$ cat config.mk
export PLATFORM = sky130hd
export DESIGN_NAME = isr_status_core
export DESIGN_NICKNAME = d
export VERILOG_FILES = /design/src/pkg/isr_pkg.sv /design/src/core/isr_event_set.sv /design/src/core/isr_queue.sv /design/src/core/isr_status_core.sv
export VERILOG_INCLUDE_DIRS = /design/src /design/src/pkg
export SDC_FILE = /design/constraint.sdc
export NUM_CORES = 2
export LEC_CHECK = 0
export BUFFER_PORTS_ARGS = -buffer_cell sky130_fd_sc_hd__buf_2
export CORE_MARGIN = 2
export CORE_UTILIZATION = 40
export CTS_CLUSTER_SIZE = 30
export DETAILED_ROUTE_END_ITERATION = 7
export GPL_TIMING_DRIVEN = 0
export PLACE_DENSITY = 0.63
export SYNTH_ARGS = -nofsm -noshare
export SYNTH_HDL_FRONTEND = slang
export SYNTH_SLANG_ARGS = --single-unit
export TNS_END_PERCENT = 1
$ cat constraint.sdc
create_clock -name clk -period 3.85 [get_ports clk]
set_input_delay 0.77 -clock clk [delete_from_list [all_inputs] [get_ports clk]]
set_output_delay 0.77 -clock clk [all_outputs]
set_load 0.005 [all_outputs]
$ cat src/pkg/isr_regs.svh
`ifndef ISR_REGS_SVH
`define ISR_REGS_SVH
// Function
// RULE1 - Keep 8-bit status byte, read by query or poll
// RULE2 - Service enable mask gates service request
// RULE3 - Query bit 6 returns master summary status
// RULE4 - 8-bit standard event register with enable mask
// RULE5 - Standard event summary sits in bit 5
// RULE6 - 16-bit operation set summarises into bit 7
// RULE7 - 16-bit questionable set summarises into bit 3
// RULE8 - Power set summarises into questionable bit 3
// RULE9 - Frequency set summarises into questionable bit 5
// RULE10 - Calibration condition summarises into questionable bit 8
// RULE11 - A one in any status bit means set
// RULE12 - Output queue holds responses until read
// RULE13 - Error queue holds twenty number and text entries
// RULE14 - Each detected error appends an entry
// RULE15 - Error query moves oldest entry to output queue
// RULE16 - Event AND enable bits OR into summary
// RULE17 - Events stick until event read or clear
// RULE18 - Serial poll clears request bit, others untouched
// RULE19 - Full error queue drops new errors

// ****************************************************************
// Status byte bit positions
// ****************************************************************
`define ISR_STB_ERB 2
`define ISR_STB_QUES 3
`define ISR_STB_MAV 4
`define ISR_STB_ESB 5
`define ISR_STB_RQS 6
`define ISR_STB_OPER 7

// ****************************************************************
// Questionable bits fed by lower register sets
// ****************************************************************
`define ISR_QUES_POWER 3
`define ISR_QUES_FREQ 5
`define ISR_QUES_CAL 8

// ****************************************************************
// Widths, depths and reset values
// ****************************************************************
`define ISR_STD_W 8
`define ISR_REG_W 16
`define ISR_ERR_CODE_W 16
`define ISR_ERR_TEXT_W 8
`define ISR_ERRQ_DEPTH 20
`define ISR_OUTQ_DEPTH 8
`define ISR_RESP_W 24
`define ISR_ENABLE_RESET 16'h0000

// ****************************************************************
// Fixed transition filters
// ****************************************************************
`define ISR_OPER_POS 16'hFFFF
`define ISR_OPER_NEG 16'h0000
`define ISR_QUES_POS 16'hFFFF
`define ISR_QUES_NEG 16'h0000
`define ISR_PWR_POS 16'hFFFF
`define ISR_PWR_NEG 16'h0000
`define ISR_FREQ_POS 16'hFFFF
`define ISR_FREQ_NEG 16'h0000

`endif

$ cat src/pkg/isr_pkg.sv
package isr_pkg;

    // ****************************************************************
    // Command codes
    // ****************************************************************
    typedef enum logic [4:0] {
        ISR_CMD_STB_Q = 5'h00,
        ISR_CMD_ESR_Q = 5'h01,
        ISR_CMD_OPER_COND_Q = 5'h02,
        ISR_CMD_OPER_EVT_Q = 5'h03,
        ISR_CMD_QUES_COND_Q = 5'h04,
        ISR_CMD_QUES_EVT_Q = 5'h05,
        ISR_CMD_PWR_COND_Q = 5'h06,
        ISR_CMD_PWR_EVT_Q = 5'h07,
        ISR_CMD_FREQ_COND_Q = 5'h08,
        ISR_CMD_FREQ_EVT_Q = 5'h09,
        ISR_CMD_CAL_COND_Q = 5'h0A,
        ISR_CMD_ERR_Q = 5'h0B,
        ISR_CMD_CLS = 5'h0C,
        ISR_CMD_SRE_W = 5'h0D,
        ISR_CMD_ESE_W = 5'h0E,
        ISR_CMD_OPER_EN_W = 5'h0F,
        ISR_CMD_QUES_EN_W = 5'h10,
        ISR_CMD_PWR_EN_W = 5'h11,
        ISR_CMD_FREQ_EN_W = 5'h12,
        ISR_CMD_SRE_Q = 5'h13,
        ISR_CMD_ESE_Q = 5'h14,
        ISR_CMD_OPER_EN_Q = 5'h15,
        ISR_CMD_QUES_EN_Q = 5'h16,
        ISR_CMD_PWR_EN_Q = 5'h17,
        ISR_CMD_FREQ_EN_Q = 5'h18
    } isr_cmd_type;

    // ****************************************************************
    // Command sequencer states
    // ****************************************************************
    typedef enum logic [1:0] {
        ISR_ST_IDLE = 2'h1,
        ISR_ST_ERR = 2'h2
    } isr_state_type;

endpackage : isr_pkg

$ cat src/core/isr_event_set.sv
`timescale 1ns/1ps
module isr_event_set #(
    parameter int W = 16,
    parameter logic [W-1:0] POS = '1,
    parameter logic [W-1:0] NEG = '0
) (
    input wire logic clk,
    input wire logic rst_b,
    input wire logic ce,
    input wire logic [W-1:0] cond,
    input wire logic en_we,
    input wire logic [W-1:0] en_wdata,
    input wire logic evt_rd,
    input wire logic cls,
    output logic [W-1:0] evt,
    output logic [W-1:0] enable,
    output logic summary
);

    typedef struct packed {
        logic [W-1:0] prev;
        logic [W-1:0] evt;
        logic [W-1:0] en;
    } isr_es_state_type;

    isr_es_state_type cur;
    isr_es_state_type next_cur;

    // ****************************************************************
    // Transition filter, sticky events, enable mask
    // ****************************************************************
    always_comb begin
        logic [W-1:0] trans;
        trans = '0;
        next_cur = cur;
        if (ce) begin
            trans = (~cur.prev & cond & POS) | (cur.prev & ~cond & NEG);
            // New transition wins over a clear in the same cycle
            next_cur.evt = ((evt_rd || cls) ? '0 : cur.evt) | trans; // see RULE17
            next_cur.prev = cond;
            if (cls) begin
                next_cur.en = '0;
            end else if (en_we) begin
                next_cur.en = en_wdata;
            end
        end
    end

    always_ff @(posedge clk) begin
        if (!rst_b) begin
            cur <= '0;
        end else begin
            cur <= next_cur;
        end
    end

    assign evt = cur.evt;
    assign enable = cur.en;
    assign summary = |(cur.evt & cur.en); // see RULE16

endmodule : isr_event_set

$ cat src/core/isr_queue.sv
`timescale 1ns/1ps
module isr_queue #(
    parameter int W = 24,
    parameter int DEPTH = 20,
    parameter int AW = $clog2(DEPTH)
) (
    input wire logic clk,
    input wire logic rst_b,
    input wire logic ce,
    input wire logic push,
    input wire logic [W-1:0] push_data,
    input wire logic pop,
    output logic full,
    output logic empty,
    output logic [W-1:0] rd_data,
    output logic rd_valid
);

    typedef struct packed {
        logic [DEPTH-1:0][W-1:0] mem;
        logic [AW-1:0] wp;
        logic [AW-1:0] rp;
        logic [AW:0] cnt;
        logic [W-1:0] rd_data;
        logic rd_valid;
    } isr_q_state_type;

    localparam logic [AW:0] FULL_CNT = (AW+1)'(DEPTH);
    localparam logic [AW-1:0] LAST = AW'(DEPTH - 1);

    isr_q_state_type cur;
    isr_q_state_type next_cur;

    // ****************************************************************
    // Circular store with registered read port
    // ****************************************************************
    always_comb begin
        logic do_push;
        logic do_pop;
        do_push = 1'b0;
        do_pop = 1'b0;
        next_cur = cur;
        if (ce) begin
            do_push = push && (cur.cnt != FULL_CNT); // see RULE19
            do_pop = pop && (cur.cnt != '0);
            next_cur.rd_valid = do_pop;
            if (do_push) begin
                next_cur.mem[cur.wp] = push_data;
                next_cur.wp = (cur.wp == LAST) ? '0 : cur.wp + 1'b1;
            end
            if (do_pop) begin
                next_cur.rd_data = cur.mem[cur.rp];
                next_cur.rp = (cur.rp == LAST) ? '0 : cur.rp + 1'b1;
            end
            if (do_push && !do_pop) begin
                next_cur.cnt = cur.cnt + 1'b1;
            end else if (do_pop && !do_push) begin
                next_cur.cnt = cur.cnt - 1'b1;
            end
        end
    end

    always_ff @(posedge clk) begin
        if (!rst_b) begin
            cur <= '0;
        end else begin
            cur <= next_cur;
        end
    end

    assign full = (cur.cnt == FULL_CNT);
    assign empty = (cur.cnt == '0);
    assign rd_data = cur.rd_data;
    assign rd_valid = cur.rd_valid;

endmodule : isr_queue

$ cat src/core/isr_status_core.sv
`timescale 1ns/1ps
`include "isr_regs.svh"
module isr_status_core #(
    parameter int ERRQ_DEPTH = `ISR_ERRQ_DEPTH,
    parameter int OUTQ_DEPTH = `ISR_OUTQ_DEPTH
) (
    input wire logic clk,
    input wire logic rst_b,
    input wire logic ce,
    input wire logic cmd_valid,
    input wire isr_pkg::isr_cmd_type cmd_op,
    input wire logic [`ISR_REG_W-1:0] cmd_wdata,
    output logic cmd_ready,
    input wire logic [`ISR_STD_W-1:0] std_evt_set,
    input wire logic [`ISR_REG_W-1:0] oper_cond,
    input wire logic [`ISR_REG_W-1:0] ques_cond,
    input wire logic [`ISR_REG_W-1:0] power_cond,
    input wire logic [`ISR_REG_W-1:0] freq_cond,
    input wire logic [`ISR_REG_W-1:0] cal_cond,
    input wire logic err_valid,
    input wire logic [`ISR_ERR_CODE_W-1:0] err_code,
    input wire logic [`ISR_ERR_TEXT_W-1:0] err_text,
    input wire logic resp_rd,
    output logic [`ISR_RESP_W-1:0] resp_data,
    output logic resp_valid,
    input wire logic poll_req,
    output logic [7:0] poll_data,
    output logic poll_valid,
    output logic srq,
    output logic [7:0] status_byte
);

    localparam int EW = `ISR_ERR_CODE_W + `ISR_ERR_TEXT_W;

    // ****************************************************************
    // State record
    // ****************************************************************
    typedef struct packed {
        isr_pkg::isr_state_type state;
        logic [7:0] sre;
        logic [`ISR_STD_W-1:0] ese;
        logic [`ISR_STD_W-1:0] std_evt;
        logic reason_q;
        logic rqs;
        logic [7:0] stb;
        logic [7:0] poll_data;
        logic poll_valid;
    } isr_core_state_type;

    isr_core_state_type cur;
    isr_core_state_type next_cur;

    // ****************************************************************
    // Decode helpers
    // ****************************************************************
    function automatic logic isr_hit(
        input logic take,
        input isr_pkg::isr_cmd_type op,
        input isr_pkg::isr_cmd_type want
    );
        isr_hit = take && (op == want);
    endfunction : isr_hit

    function automatic logic [`ISR_RESP_W-1:0] isr_pad(
        input logic [`ISR_REG_W-1:0] v
    );
        isr_pad = {{(`ISR_RESP_W - `ISR_REG_W){1'b0}}, v};
    endfunction : isr_pad

    // ****************************************************************
    // Command acceptance
    // ****************************************************************
    logic take;
    logic cls;
    logic outq_full;
    logic outq_empty;
    logic errq_full;
    logic errq_empty;
    logic [EW-1:0] errq_rd_data;
    logic errq_rd_valid;
    logic errq_pop;
    logic outq_push;
    logic [`ISR_RESP_W-1:0] outq_push_data;

    assign cmd_ready = ce && (cur.state == isr_pkg::ISR_ST_IDLE) && !outq_full;
    assign take = cmd_valid && cmd_ready;
    assign cls = isr_hit(take, cmd_op, isr_pkg::ISR_CMD_CLS);

    // ****************************************************************
    // Register sets
    // ****************************************************************
    logic [`ISR_REG_W-1:0] oper_evt;
    logic [`ISR_REG_W-1:0] oper_en;
    logic oper_sum;
    logic [`ISR_REG_W-1:0] ques_full;
    logic [`ISR_REG_W-1:0] ques_evt;
    logic [`ISR_REG_W-1:0] ques_en;
    logic ques_sum;
    logic [`ISR_REG_W-1:0] pwr_evt;
    logic [`ISR_REG_W-1:0] pwr_en;
    logic pwr_sum;
    logic [`ISR_REG_W-1:0] freq_evt;
    logic [`ISR_REG_W-1:0] freq_en;
    logic freq_sum;
    logic cal_sum;

    isr_event_set #(
        .W(`ISR_REG_W),
        .POS(`ISR_OPER_POS),
        .NEG(`ISR_OPER_NEG)
    ) u_oper (
        .clk(clk),
        .rst_b(rst_b),
        .ce(ce),
        .cond(oper_cond),
        .en_we(isr_hit(take, cmd_op, isr_pkg::ISR_CMD_OPER_EN_W)),
        .en_wdata(cmd_wdata),
        .evt_rd(isr_hit(take, cmd_op, isr_pkg::ISR_CMD_OPER_EVT_Q)),
        .cls(cls),
        .evt(oper_evt),
        .enable(oper_en),
        .summary(oper_sum)
    ); // see RULE6

    isr_event_set #(
        .W(`ISR_REG_W),
        .POS(`ISR_PWR_POS),
        .NEG(`ISR_PWR_NEG)
    ) u_pwr (
        .clk(clk),
        .rst_b(rst_b),
        .ce(ce),
        .cond(power_cond),
        .en_we(isr_hit(take, cmd_op, isr_pkg::ISR_CMD_PWR_EN_W)),
        .en_wdata(cmd_wdata),
        .evt_rd(isr_hit(take, cmd_op, isr_pkg::ISR_CMD_PWR_EVT_Q)),
        .cls(cls),
        .evt(pwr_evt),
        .enable(pwr_en),
        .summary(pwr_sum)
    ); // see RULE8

    isr_event_set #(
        .W(`ISR_REG_W),
        .POS(`ISR_FREQ_POS),
        .NEG(`ISR_FREQ_NEG)
    ) u_freq (
        .clk(clk),
        .rst_b(rst_b),
        .ce(ce),
        .cond(freq_cond),
        .en_we(isr_hit(take, cmd_op, isr_pkg::ISR_CMD_FREQ_EN_W)),
        .en_wdata(cmd_wdata),
        .evt_rd(isr_hit(take, cmd_op, isr_pkg::ISR_CMD_FREQ_EVT_Q)),
        .cls(cls),
        .evt(freq_evt),
        .enable(freq_en),
        .summary(freq_sum)
    ); // see RULE9

    // Calibration has only a condition view
    assign cal_sum = |cal_cond; // see RULE10

    // Lower set summaries overwrite their questionable bits
    always_comb begin
        ques_full = ques_cond;
        ques_full[`ISR_QUES_POWER] = pwr_sum; // see RULE8
        ques_full[`ISR_QUES_FREQ] = freq_sum; // see RULE9
        ques_full[`ISR_QUES_CAL] = cal_sum; // see RULE10
    end

    isr_event_set #(
        .W(`ISR_REG_W),
        .POS(`ISR_QUES_POS),
        .NEG(`ISR_QUES_NEG)
    ) u_ques (
        .clk(clk),
        .rst_b(rst_b),
        .ce(ce),
        .cond(ques_full),
        .en_we(isr_hit(take, cmd_op, isr_pkg::ISR_CMD_QUES_EN_W)),
        .en_wdata(cmd_wdata),
        .evt_rd(isr_hit(take, cmd_op, isr_pkg::ISR_CMD_QUES_EVT_Q)),
        .cls(cls),
        .evt(ques_evt),
        .enable(ques_en),
        .summary(ques_sum)
    ); // see RULE7

    // ****************************************************************
    // Queues
    // ****************************************************************
    isr_queue #(
        .W(EW),
        .DEPTH(ERRQ_DEPTH)
    ) u_errq (
        .clk(clk),
        .rst_b(rst_b),
        .ce(ce),
        .push(err_valid), // see RULE14
        .push_data({err_code, err_text}), // see RULE13
        .pop(errq_pop),
        .full(errq_full),
        .empty(errq_empty),
        .rd_data(errq_rd_data),
        .rd_valid(errq_rd_valid)
    );

    isr_queue #(
        .W(`ISR_RESP_W),
        .DEPTH(OUTQ_DEPTH)
    ) u_outq (
        .clk(clk),
        .rst_b(rst_b),
        .ce(ce),
        .push(outq_push),
        .push_data(outq_push_data),
        .pop(resp_rd),
        .full(outq_full),
        .empty(outq_empty),
        .rd_data(resp_data),
        .rd_valid(resp_valid)
    ); // see RULE12

    // ****************************************************************
    // Status byte composition
    // ****************************************************************
    logic esb;
    logic [7:0] stb_raw;
    logic mss;
    logic reason;

    assign esb = |(cur.std_evt & cur.ese); // see RULE16
    always_comb begin
        stb_raw = 8'h00;
        stb_raw[`ISR_STB_OPER] = oper_sum; // see RULE6
        stb_raw[`ISR_STB_ESB] = esb; // see RULE5
        stb_raw[`ISR_STB_MAV] = !outq_empty;
        stb_raw[`ISR_STB_QUES] = ques_sum; // see RULE7
        stb_raw[`ISR_STB_ERB] = !errq_empty;
    end
    assign mss = |stb_raw; // see RULE3
    assign reason = |(stb_raw & cur.sre); // see RULE2

    // ****************************************************************
    // Response selection
    // ****************************************************************
    always_comb begin
        logic [7:0] q_stb;
        q_stb = stb_raw;
        q_stb[`ISR_STB_RQS] = mss; // see RULE3
        outq_push = 1'b0;
        outq_push_data = '0;
        errq_pop = 1'b0;
        if (cur.state == isr_pkg::ISR_ST_ERR) begin
            outq_push = errq_rd_valid; // see RULE15
            outq_push_data = isr_pad(16'h0000) | errq_rd_data;
        end else if (take) begin
            outq_push = 1'b1;
            unique case (cmd_op)
                isr_pkg::ISR_CMD_STB_Q: outq_push_data = isr_pad({8'h00, q_stb});
                isr_pkg::ISR_CMD_ESR_Q: begin
                    outq_push_data = isr_pad({8'h00, cur.std_evt}); // see RULE4
                end
                isr_pkg::ISR_CMD_OPER_COND_Q: outq_push_data = isr_pad(oper_cond);
                isr_pkg::ISR_CMD_OPER_EVT_Q: outq_push_data = isr_pad(oper_evt);
                isr_pkg::ISR_CMD_QUES_COND_Q: outq_push_data = isr_pad(ques_full);
                isr_pkg::ISR_CMD_QUES_EVT_Q: outq_push_data = isr_pad(ques_evt);
                isr_pkg::ISR_CMD_PWR_COND_Q: outq_push_data = isr_pad(power_cond);
                isr_pkg::ISR_CMD_PWR_EVT_Q: outq_push_data = isr_pad(pwr_evt);
                isr_pkg::ISR_CMD_FREQ_COND_Q: outq_push_data = isr_pad(freq_cond);
                isr_pkg::ISR_CMD_FREQ_EVT_Q: outq_push_data = isr_pad(freq_evt);
                isr_pkg::ISR_CMD_CAL_COND_Q: outq_push_data = isr_pad(cal_cond);
                isr_pkg::ISR_CMD_ERR_Q: begin
                    // Empty queue answers zero at once
                    outq_push = errq_empty;
                    errq_pop = !errq_empty; // see RULE15
                end
                isr_pkg::ISR_CMD_SRE_Q: outq_push_data = isr_pad({8'h00, cur.sre});
                isr_pkg::ISR_CMD_ESE_Q: outq_push_data = isr_pad({8'h00, cur.ese});
                isr_pkg::ISR_CMD_OPER_EN_Q: outq_push_data = isr_pad(oper_en);
                isr_pkg::ISR_CMD_QUES_EN_Q: outq_push_data = isr_pad(ques_en);
                isr_pkg::ISR_CMD_PWR_EN_Q: outq_push_data = isr_pad(pwr_en);
                isr_pkg::ISR_CMD_FREQ_EN_Q: outq_push_data = isr_pad(freq_en);
                default: outq_push = 1'b0;
            endcase
        end
    end

    // ****************************************************************
    // Sequencer, masks, request bit, poll
    // ****************************************************************
    always_comb begin
        logic [7:0] p_stb;
        p_stb = stb_raw;
        p_stb[`ISR_STB_RQS] = cur.rqs;
        next_cur = cur;
        if (ce) begin
            next_cur.poll_valid = 1'b0;
            unique case (cur.state)
                isr_pkg::ISR_ST_IDLE: begin
                    if (errq_pop) begin
                        next_cur.state = isr_pkg::ISR_ST_ERR;
                    end
                end
                isr_pkg::ISR_ST_ERR: begin
                    if (errq_rd_valid) begin
                        next_cur.state = isr_pkg::ISR_ST_IDLE;
                    end
                end
                default: next_cur.state = isr_pkg::ISR_ST_IDLE;
            endcase
            if (isr_hit(take, cmd_op, isr_pkg::ISR_CMD_SRE_W)) begin
                // Request bit position is never enabled
                next_cur.sre = cmd_wdata[7:0] & 8'hBF; // see RULE2
            end
            if (cls) begin
                next_cur.ese = 8'h00;
            end else if (isr_hit(take, cmd_op, isr_pkg::ISR_CMD_ESE_W)) begin
                next_cur.ese = cmd_wdata[7:0]; // see RULE4
            end
            // New events win over read or clear
            next_cur.std_evt = ((isr_hit(take, cmd_op, isr_pkg::ISR_CMD_ESR_Q)
                || cls) ? 8'h00 : cur.std_evt) | std_evt_set; // see RULE17
            next_cur.reason_q = reason;
            if (reason && !cur.reason_q) begin
                next_cur.rqs = 1'b1;
            end else if (!reason || poll_req) begin
                next_cur.rqs = 1'b0; // see RULE18
            end
            if (poll_req) begin
                next_cur.poll_data = p_stb; // see RULE1
                next_cur.poll_valid = 1'b1;
            end
            next_cur.stb = stb_raw;
            next_cur.stb[`ISR_STB_RQS] = mss; // see RULE11
        end
    end

    always_ff @(posedge clk) begin
        if (!rst_b) begin
            cur <= '0;
            cur.state <= isr_pkg::ISR_ST_IDLE;
        end else begin
            cur <= next_cur;
        end
    end

    assign srq = cur.rqs;
    assign status_byte = cur.stb;
    assign poll_data = cur.poll_data;
    assign poll_valid = cur.poll_valid;

endmodule : isr_status_core

## Word level (Yosys, flattened, before mapping)

Index checks and enable logic that the tools add are counted.

- Register bits: 980
- Input port bits: 140
- Output and inout bits: 44

- Muxes and demuxes: 48
- Reduce and logical (&&, ||, !) cells: 78
- Equality and inequality tests: 35
- Bitwise logic cells: 19
- Add/sub/neg operators: 8
- $lt $le $gt $ge: 6

Operators with widths:

| kind | count |
|---|---|
| bitwise mux 480 bit | 1 |
| case mux 16 bit (17 select lines) | 1 |
| two-way mux 16 bit | 13 |
| bitwise mux 192 bit | 1 |
| AND 16 bit | 8 |
| binary-select mux 24 bit (select 5 bit) | 1 |
| demux 24 bit (select 5 bit) | 1 |
| two-way mux 24 bit | 5 |
| OR reduction 16 bit | 5 |
| binary-select mux 24 bit (select 3 bit) | 1 |
| demux 24 bit (select 3 bit) | 1 |
| NOT 16 bit | 4 |
| OR 16 bit | 4 |
| equality test 5 bit (second input constant) | 11 |
| OR reduction 42 bit | 1 |
| equality test 5 x 4 -> 1 bit (second input constant) | 8 |
| AND reduction 2 bit | 14 |
| logical AND 1 bit | 26 |
| two-way mux 8 bit | 3 |
| equality test 5 x 3 -> 1 bit (second input constant) | 4 |
| OR reduction 17 bit | 1 |
| AND 8 bit | 2 |
| nonzero test 2 bit | 8 |
| OR reduction 8 bit | 2 |
| other kinds (36) | 68 |

## Longest topological paths before layout

- Depth after elaboration: 11
- Depth in mapped cells: 16
- Mapped depth without buffers: 14

## Hierarchy

Synthesis repeated with hierarchy kept, for this count alone.

- Cells, all modules: 4779
- Area, all modules: 44868.0 µm²

Modules (own cells, without submodules):

| module | times used | area each (µm²) | cells each |
|---|---|---|---|
| isr_queue (u_errq) | 1 | 21852.2 | 2362 |
| isr_queue (u_outq) | 1 | 9909.5 | 936 |
| isr_event_set | 4 | 2225.9 | 233 |
| isr_status_core | 1 | 4202.8 | 549 |

## Worst setup path before layout

OpenSTA, ideal clock, no wires.

- Kind: in2reg
- Start point: input port cmd_op[2]
- End point: register u_errq.cur[30] (netlist bit)
- Stages on the path: 16
- Required time: 3.732 ns
- Setup slack: 0.229 ns
- Data arrival time: 3.503 ns
- Library setup time: 0.118 ns
- Cell sequence: buf_2 nand2b_1 nor4_2 and2_1 clkbuf_1 inv_1 ha_1 inv_1 ha_1 a21o_1 a21o_1 a21o_1 a21oi_1 xnor2_1 nand2_1 mux2i_1

- Longest elaborated chain between the ends: 9

Ends and longest elaborated chain:

| item | line | RTL |
|---|---|---|
| start, declared | isr_status_core.sv:11 | `input wire isr_pkg::isr_cmd_type cmd_op,` |
| equality test 5 x 4 -> 1 bit (*) | isr_status_core.sv:260 | `unique case (cmd_op)` |
| two-way mux 1 bit (*) | isr_status_core.sv:260 |  |
| two-way mux 1 bit (*) | isr_status_core.sv:258 | `end else if (take) begin` |
| two-way mux 1 bit (*) | isr_status_core.sv:255 | `if (cur.state == isr_pkg::ISR_ST_ERR) begin` |
| logical AND 1 bit (*) | isr_queue.sv:45 | `do_pop = pop && (cur.cnt != '0);` |
| logical NOT 1 bit | isr_queue.sv:55 | `if (do_push && !do_pop) begin` |
| logical AND 1 bit | isr_queue.sv:55 |  |
| nonzero test 2 bit (no line) | n/a |  |
| AND reduction 2 bit (no line) | n/a |  |
| end signal, assigned | isr_queue.sv:67 | `cur <= next_cur;` |
| end, declared | isr_queue.sv:31 | `isr_q_state_type cur;` |

Every way passes the cells marked *; elsewhere a longest branch is shown, timed or not.
A chain may end at the register's enable or synchronous reset.

## Final worst setup path

- Start point: register u_errq.cur[25] (netlist bit)
- End point: register u_errq.cur[30] (netlist bit)

- Longest elaborated chain between the ends: 10

Ends and longest elaborated chain:

| item | line | RTL |
|---|---|---|
| logical NOT 6 bit | isr_queue.sv:72 | `assign empty = (cur.cnt == '0);` |
| logical NOT 1 bit | isr_status_core.sv:277 | `errq_pop = !errq_empty;` |
| two-way mux 1 bit | isr_status_core.sv:260 |  |
| two-way mux 1 bit | isr_status_core.sv:258 |  |
| two-way mux 1 bit | isr_status_core.sv:255 |  |
| logical AND 1 bit | isr_queue.sv:45 |  |
| logical NOT 1 bit | isr_queue.sv:55 |  |
| logical AND 1 bit | isr_queue.sv:55 |  |
| nonzero test 2 bit (no line) | n/a |  |
| AND reduction 2 bit (no line) | n/a |  |

Parallel ways exist; a longest one is shown, timed or not. The select of a mux whose other input is x is not followed.

==> results.yml <==
logic_synthesis:
  synthMuxAreaShare_pct: 13.95
  synth.avg_cell_area_sq_um: 8.788
  synth-compound-area-share_pct: 16.08
  synth_area_sq_um: 42580
  ys_seq_area_share_pct: 46.08
  synth_xor_area_share_pct: 0.2674
  netlist_top_cells_count: "nand2_1 (1209), dfxtp_1 (980), a21oi_1 (692)"
  synth-simple-area-share_pct: 17.49
  yosys_register_bits: 980
  postSynthCellCount: 4845
  yosys_warnings: 0
  synth.top_cell.area_share_pct: 46.08
  async_reset_ff_share_pct: 0
  synth.area.top_cells: "dfxtp_1 (46%), nand2_1 (11%), mux4_2 (10%)"
  synth_edf_count: 0
  ys.flop_type: "dfxtp_1"
  synth_top_family_by_area: "simple AND/OR/NAND/NOR gates"
  synth_fa_ha_area_share_pct: 0.5936
  synth_most_common_cell: "nand2_1"
  synth_cell_types: 80
  synth_area_leader_cell: "dfxtp_1"
critical_path:
  cp-start-kind: "flip-flop"
  worstSetupPathType: "flip-flop to flip-flop"
  end_kind: "flip-flop"
  arrival_ps: 4260
  cp_max_fo: 9
  cp_data_required_time_ps: 4450
cts:
  clk_latency_ps: 710
  cts.sinks: 980
  cts_root_buf: "clkbuf_16"
  cts_tree: "yes"
  cts_buffers: 103
  clkSlewWorstSetupHoldPaths_ps: 60
  post_cts.repair.setup_buffers: 0
  clock_tree.buffer_depth: 3
  htree_levels: 3
status:
  status: "finished, violations left"
  violations: "DRC"
die:
  dieArea_sq_um: 109100
  rows: 119
  start_util_pct: 40.39
  core-area_sq_um: 105400
  io_pins: 184
  fp.dieH_um: 330.3
  die_w_um: 330.3
grt:
  grt_max_degree: 15
  grt_pass1_vias: 36040
  grt-ovfl-total: 0
  grt_antenna_before_repair: 8
  grt_usage_pct: 28.82
  grt_pass1_wl_um: 235000
detailed_routing:
  vias_per_cell: 5.751
  routed-wl-met2_um: 72830
  top_layer: "met5"
  drt_iter0_markers: 4123
  met3WireLength_um: 14450
  routed_wl_um: 161200
  drcViolationCount: 46
  vias: 37830
  wl_per_cell_um: 24.51
  drtPass1Iterations: 8
  met1_length_um: 66000
  antenna_left: 0
sta:
  slew_viol_final: 0
  fin_worst_skew_ps: 28.37
  hold_viol_final: 0
  fmax_mhz: 272.9
  rsz0062_at_grt: "no"
  period_needed_ps: 3664
  worst_pin_slew_ps: 1423
  slew_headroom_pct: 5.136
  finalSetupViolations: 0
  finalCritPeriodShare_pct: 95.18
  finalWorstSetupSlack_ps: 185.7
  fin_tns_setup_ps: 0
cells_and_area:
  areaGrowthSynthToFinish_pct: 14.18
  fin_nets: 5262
  drive_above_1_share_pct: 13.06
  fillers: 10340
  finalCoreUtilization_pct: 46.12
power_and_ir_drop:
  pwr_density_cell_nw_per_um2: 472.2
  ir_drop_v: 0.0004340
  p_leak_nw: 16.73
place:
  dp_slack_ps: -581.8
  portBuffers: 149
  dpl.hpwl_um: 120300
  place.gp.congestion: 1.021
hold_path:
  hold_path_class: "primary input to flip-flop"
flow_run:
  cap_violations: 0
## per-stage QoR
stage,instance area [sq um],cells,hold WS (ps),total power (W)
after floorplan,42590,4848,433.1,0.01191
after global placement,45070,6388,438.3,0.01271
after detailed placement,45100,6390,443.3,0.01274
after CTS,48590,6575,307.9,0.02299
after global routing,48610,6574,330.5,0.02359
final,48620,6578,330.5,0.02296
## flip-flops by register name, summed over array words and instances (netlist names), 6 cells and up
| register | flops |
|---|---|
| u_errq.cur | 496 |
| u_outq.cur | 202 |
| cur | 26 |
| u_errq.rd_data | 24 |
| u_outq.rd_data | 24 |
| u_freq.cur | 16 |
| u_freq.enable | 16 |
| u_freq.evt | 16 |
| u_oper.cur | 16 |
| u_oper.enable | 16 |
| u_oper.evt | 16 |
| u_pwr.cur | 16 |
| u_pwr.enable | 16 |
| u_pwr.evt | 16 |
| u_ques.cur | 16 |
| u_ques.enable | 16 |
| u_ques.evt | 16 |
| poll_data | 6 |
| status_byte | 6 |
## repair_timing
item,CTS,global route
gates resized for setup,1,1
setup endpoints to repair,1,1
cloned,0,0
hold buffers,0,0
## layout by cell type (no fill, tap or decap), types with 17 or more instances in the layout
cell type and instances:
a32oi_1 61, buf_2 206, nor2_1 308, clkbuf_16 104, o21ai_1 41, nand2_1 1209
mux2i_1 159, buf_1 73, a221oi_1 21, nor3_1 18, o21ai_0 105, ha_1 17
a21oi_1 692, a31oi_1 35, buf_4 54, dfxtp_1 980, a22oi_1 93, and3_1 29
nand2b_1 36, clkbuf_8 27, inv_1 68, nand3_1 40, clkbuf_1 292, a211oi_1 41
and2_1 38, mux4_2 192
## worst paths after layout
check                                    start                           end  slack (ps)  depth (start not counted)
setup / recovery   u_errq.cur[25]$_SDFFE_PN0P_   u_errq.cur[30]$_SDFFE_PN0P_         190                         14
hold / removal                  std_evt_set[1]          cur[20]$_SDFFE_PN0P_         330                          3
setup reg to reg   u_errq.cur[25]$_SDFFE_PN0P_   u_errq.cur[30]$_SDFFE_PN0P_         190                         14
hold reg to reg   u_errq.cur[226]$_SDFFE_PN0P_  u_errq.cur[226]$_SDFFE_PN0P_         450                          2
## cell type report
type	instances	area, sq um	area share [%]
repair buffers	151	762.0	1.567
diodes	4	10.01	0.02059
flip-flops and latches	980	19620	40.35
plain buffers	464	2087	4.293
clock inverters	30	425.4	0.8750
multi-input cells	3333	20650	42.47
well taps	1391	1740	3.580
clock buffers	155	3064	6.303
inverters	70	262.8	0.5405
## worst max-delay path, cell delays in order (launching register included)
cell and delay, ps:
dfxtp_1 360, or4_4 570, or3_4 400, and2_1 320
inv_2 220, ha_1 170, inv_1 120, ha_1 300
a21o_1 180, a21o_1 200, a21o_1 180, a21oi_1 160
xnor2_1 140, nand2_1 90, mux2i_1 140
## routing by layer
layer / track usage [%] / vias up
li1: - / 17330
met1: 37.73 / 18360
met2: 45.74 / 1743
met3: 6.294 / 387
met4: 12.64 / 10
met5: 0 / -
## where the power goes
part	internal [W]	switching, W
Combinational	0.000692	0.00128
Sequential	0.0104	0.000215
Clock	0.00604	0.00435
Total	0.0171	0.00585
## cells by family after synthesis
kind of cell,after synthesis
AND/OR/NAND/NOR,1774
AO/OA/AOI/OAI,1170
flip-flops,980
buffers and inverters,535
multiplexers,353
adder cells (fa/ha/maj),19
XOR/XNOR,13
other,1
(Power assumes the default switching activity.)
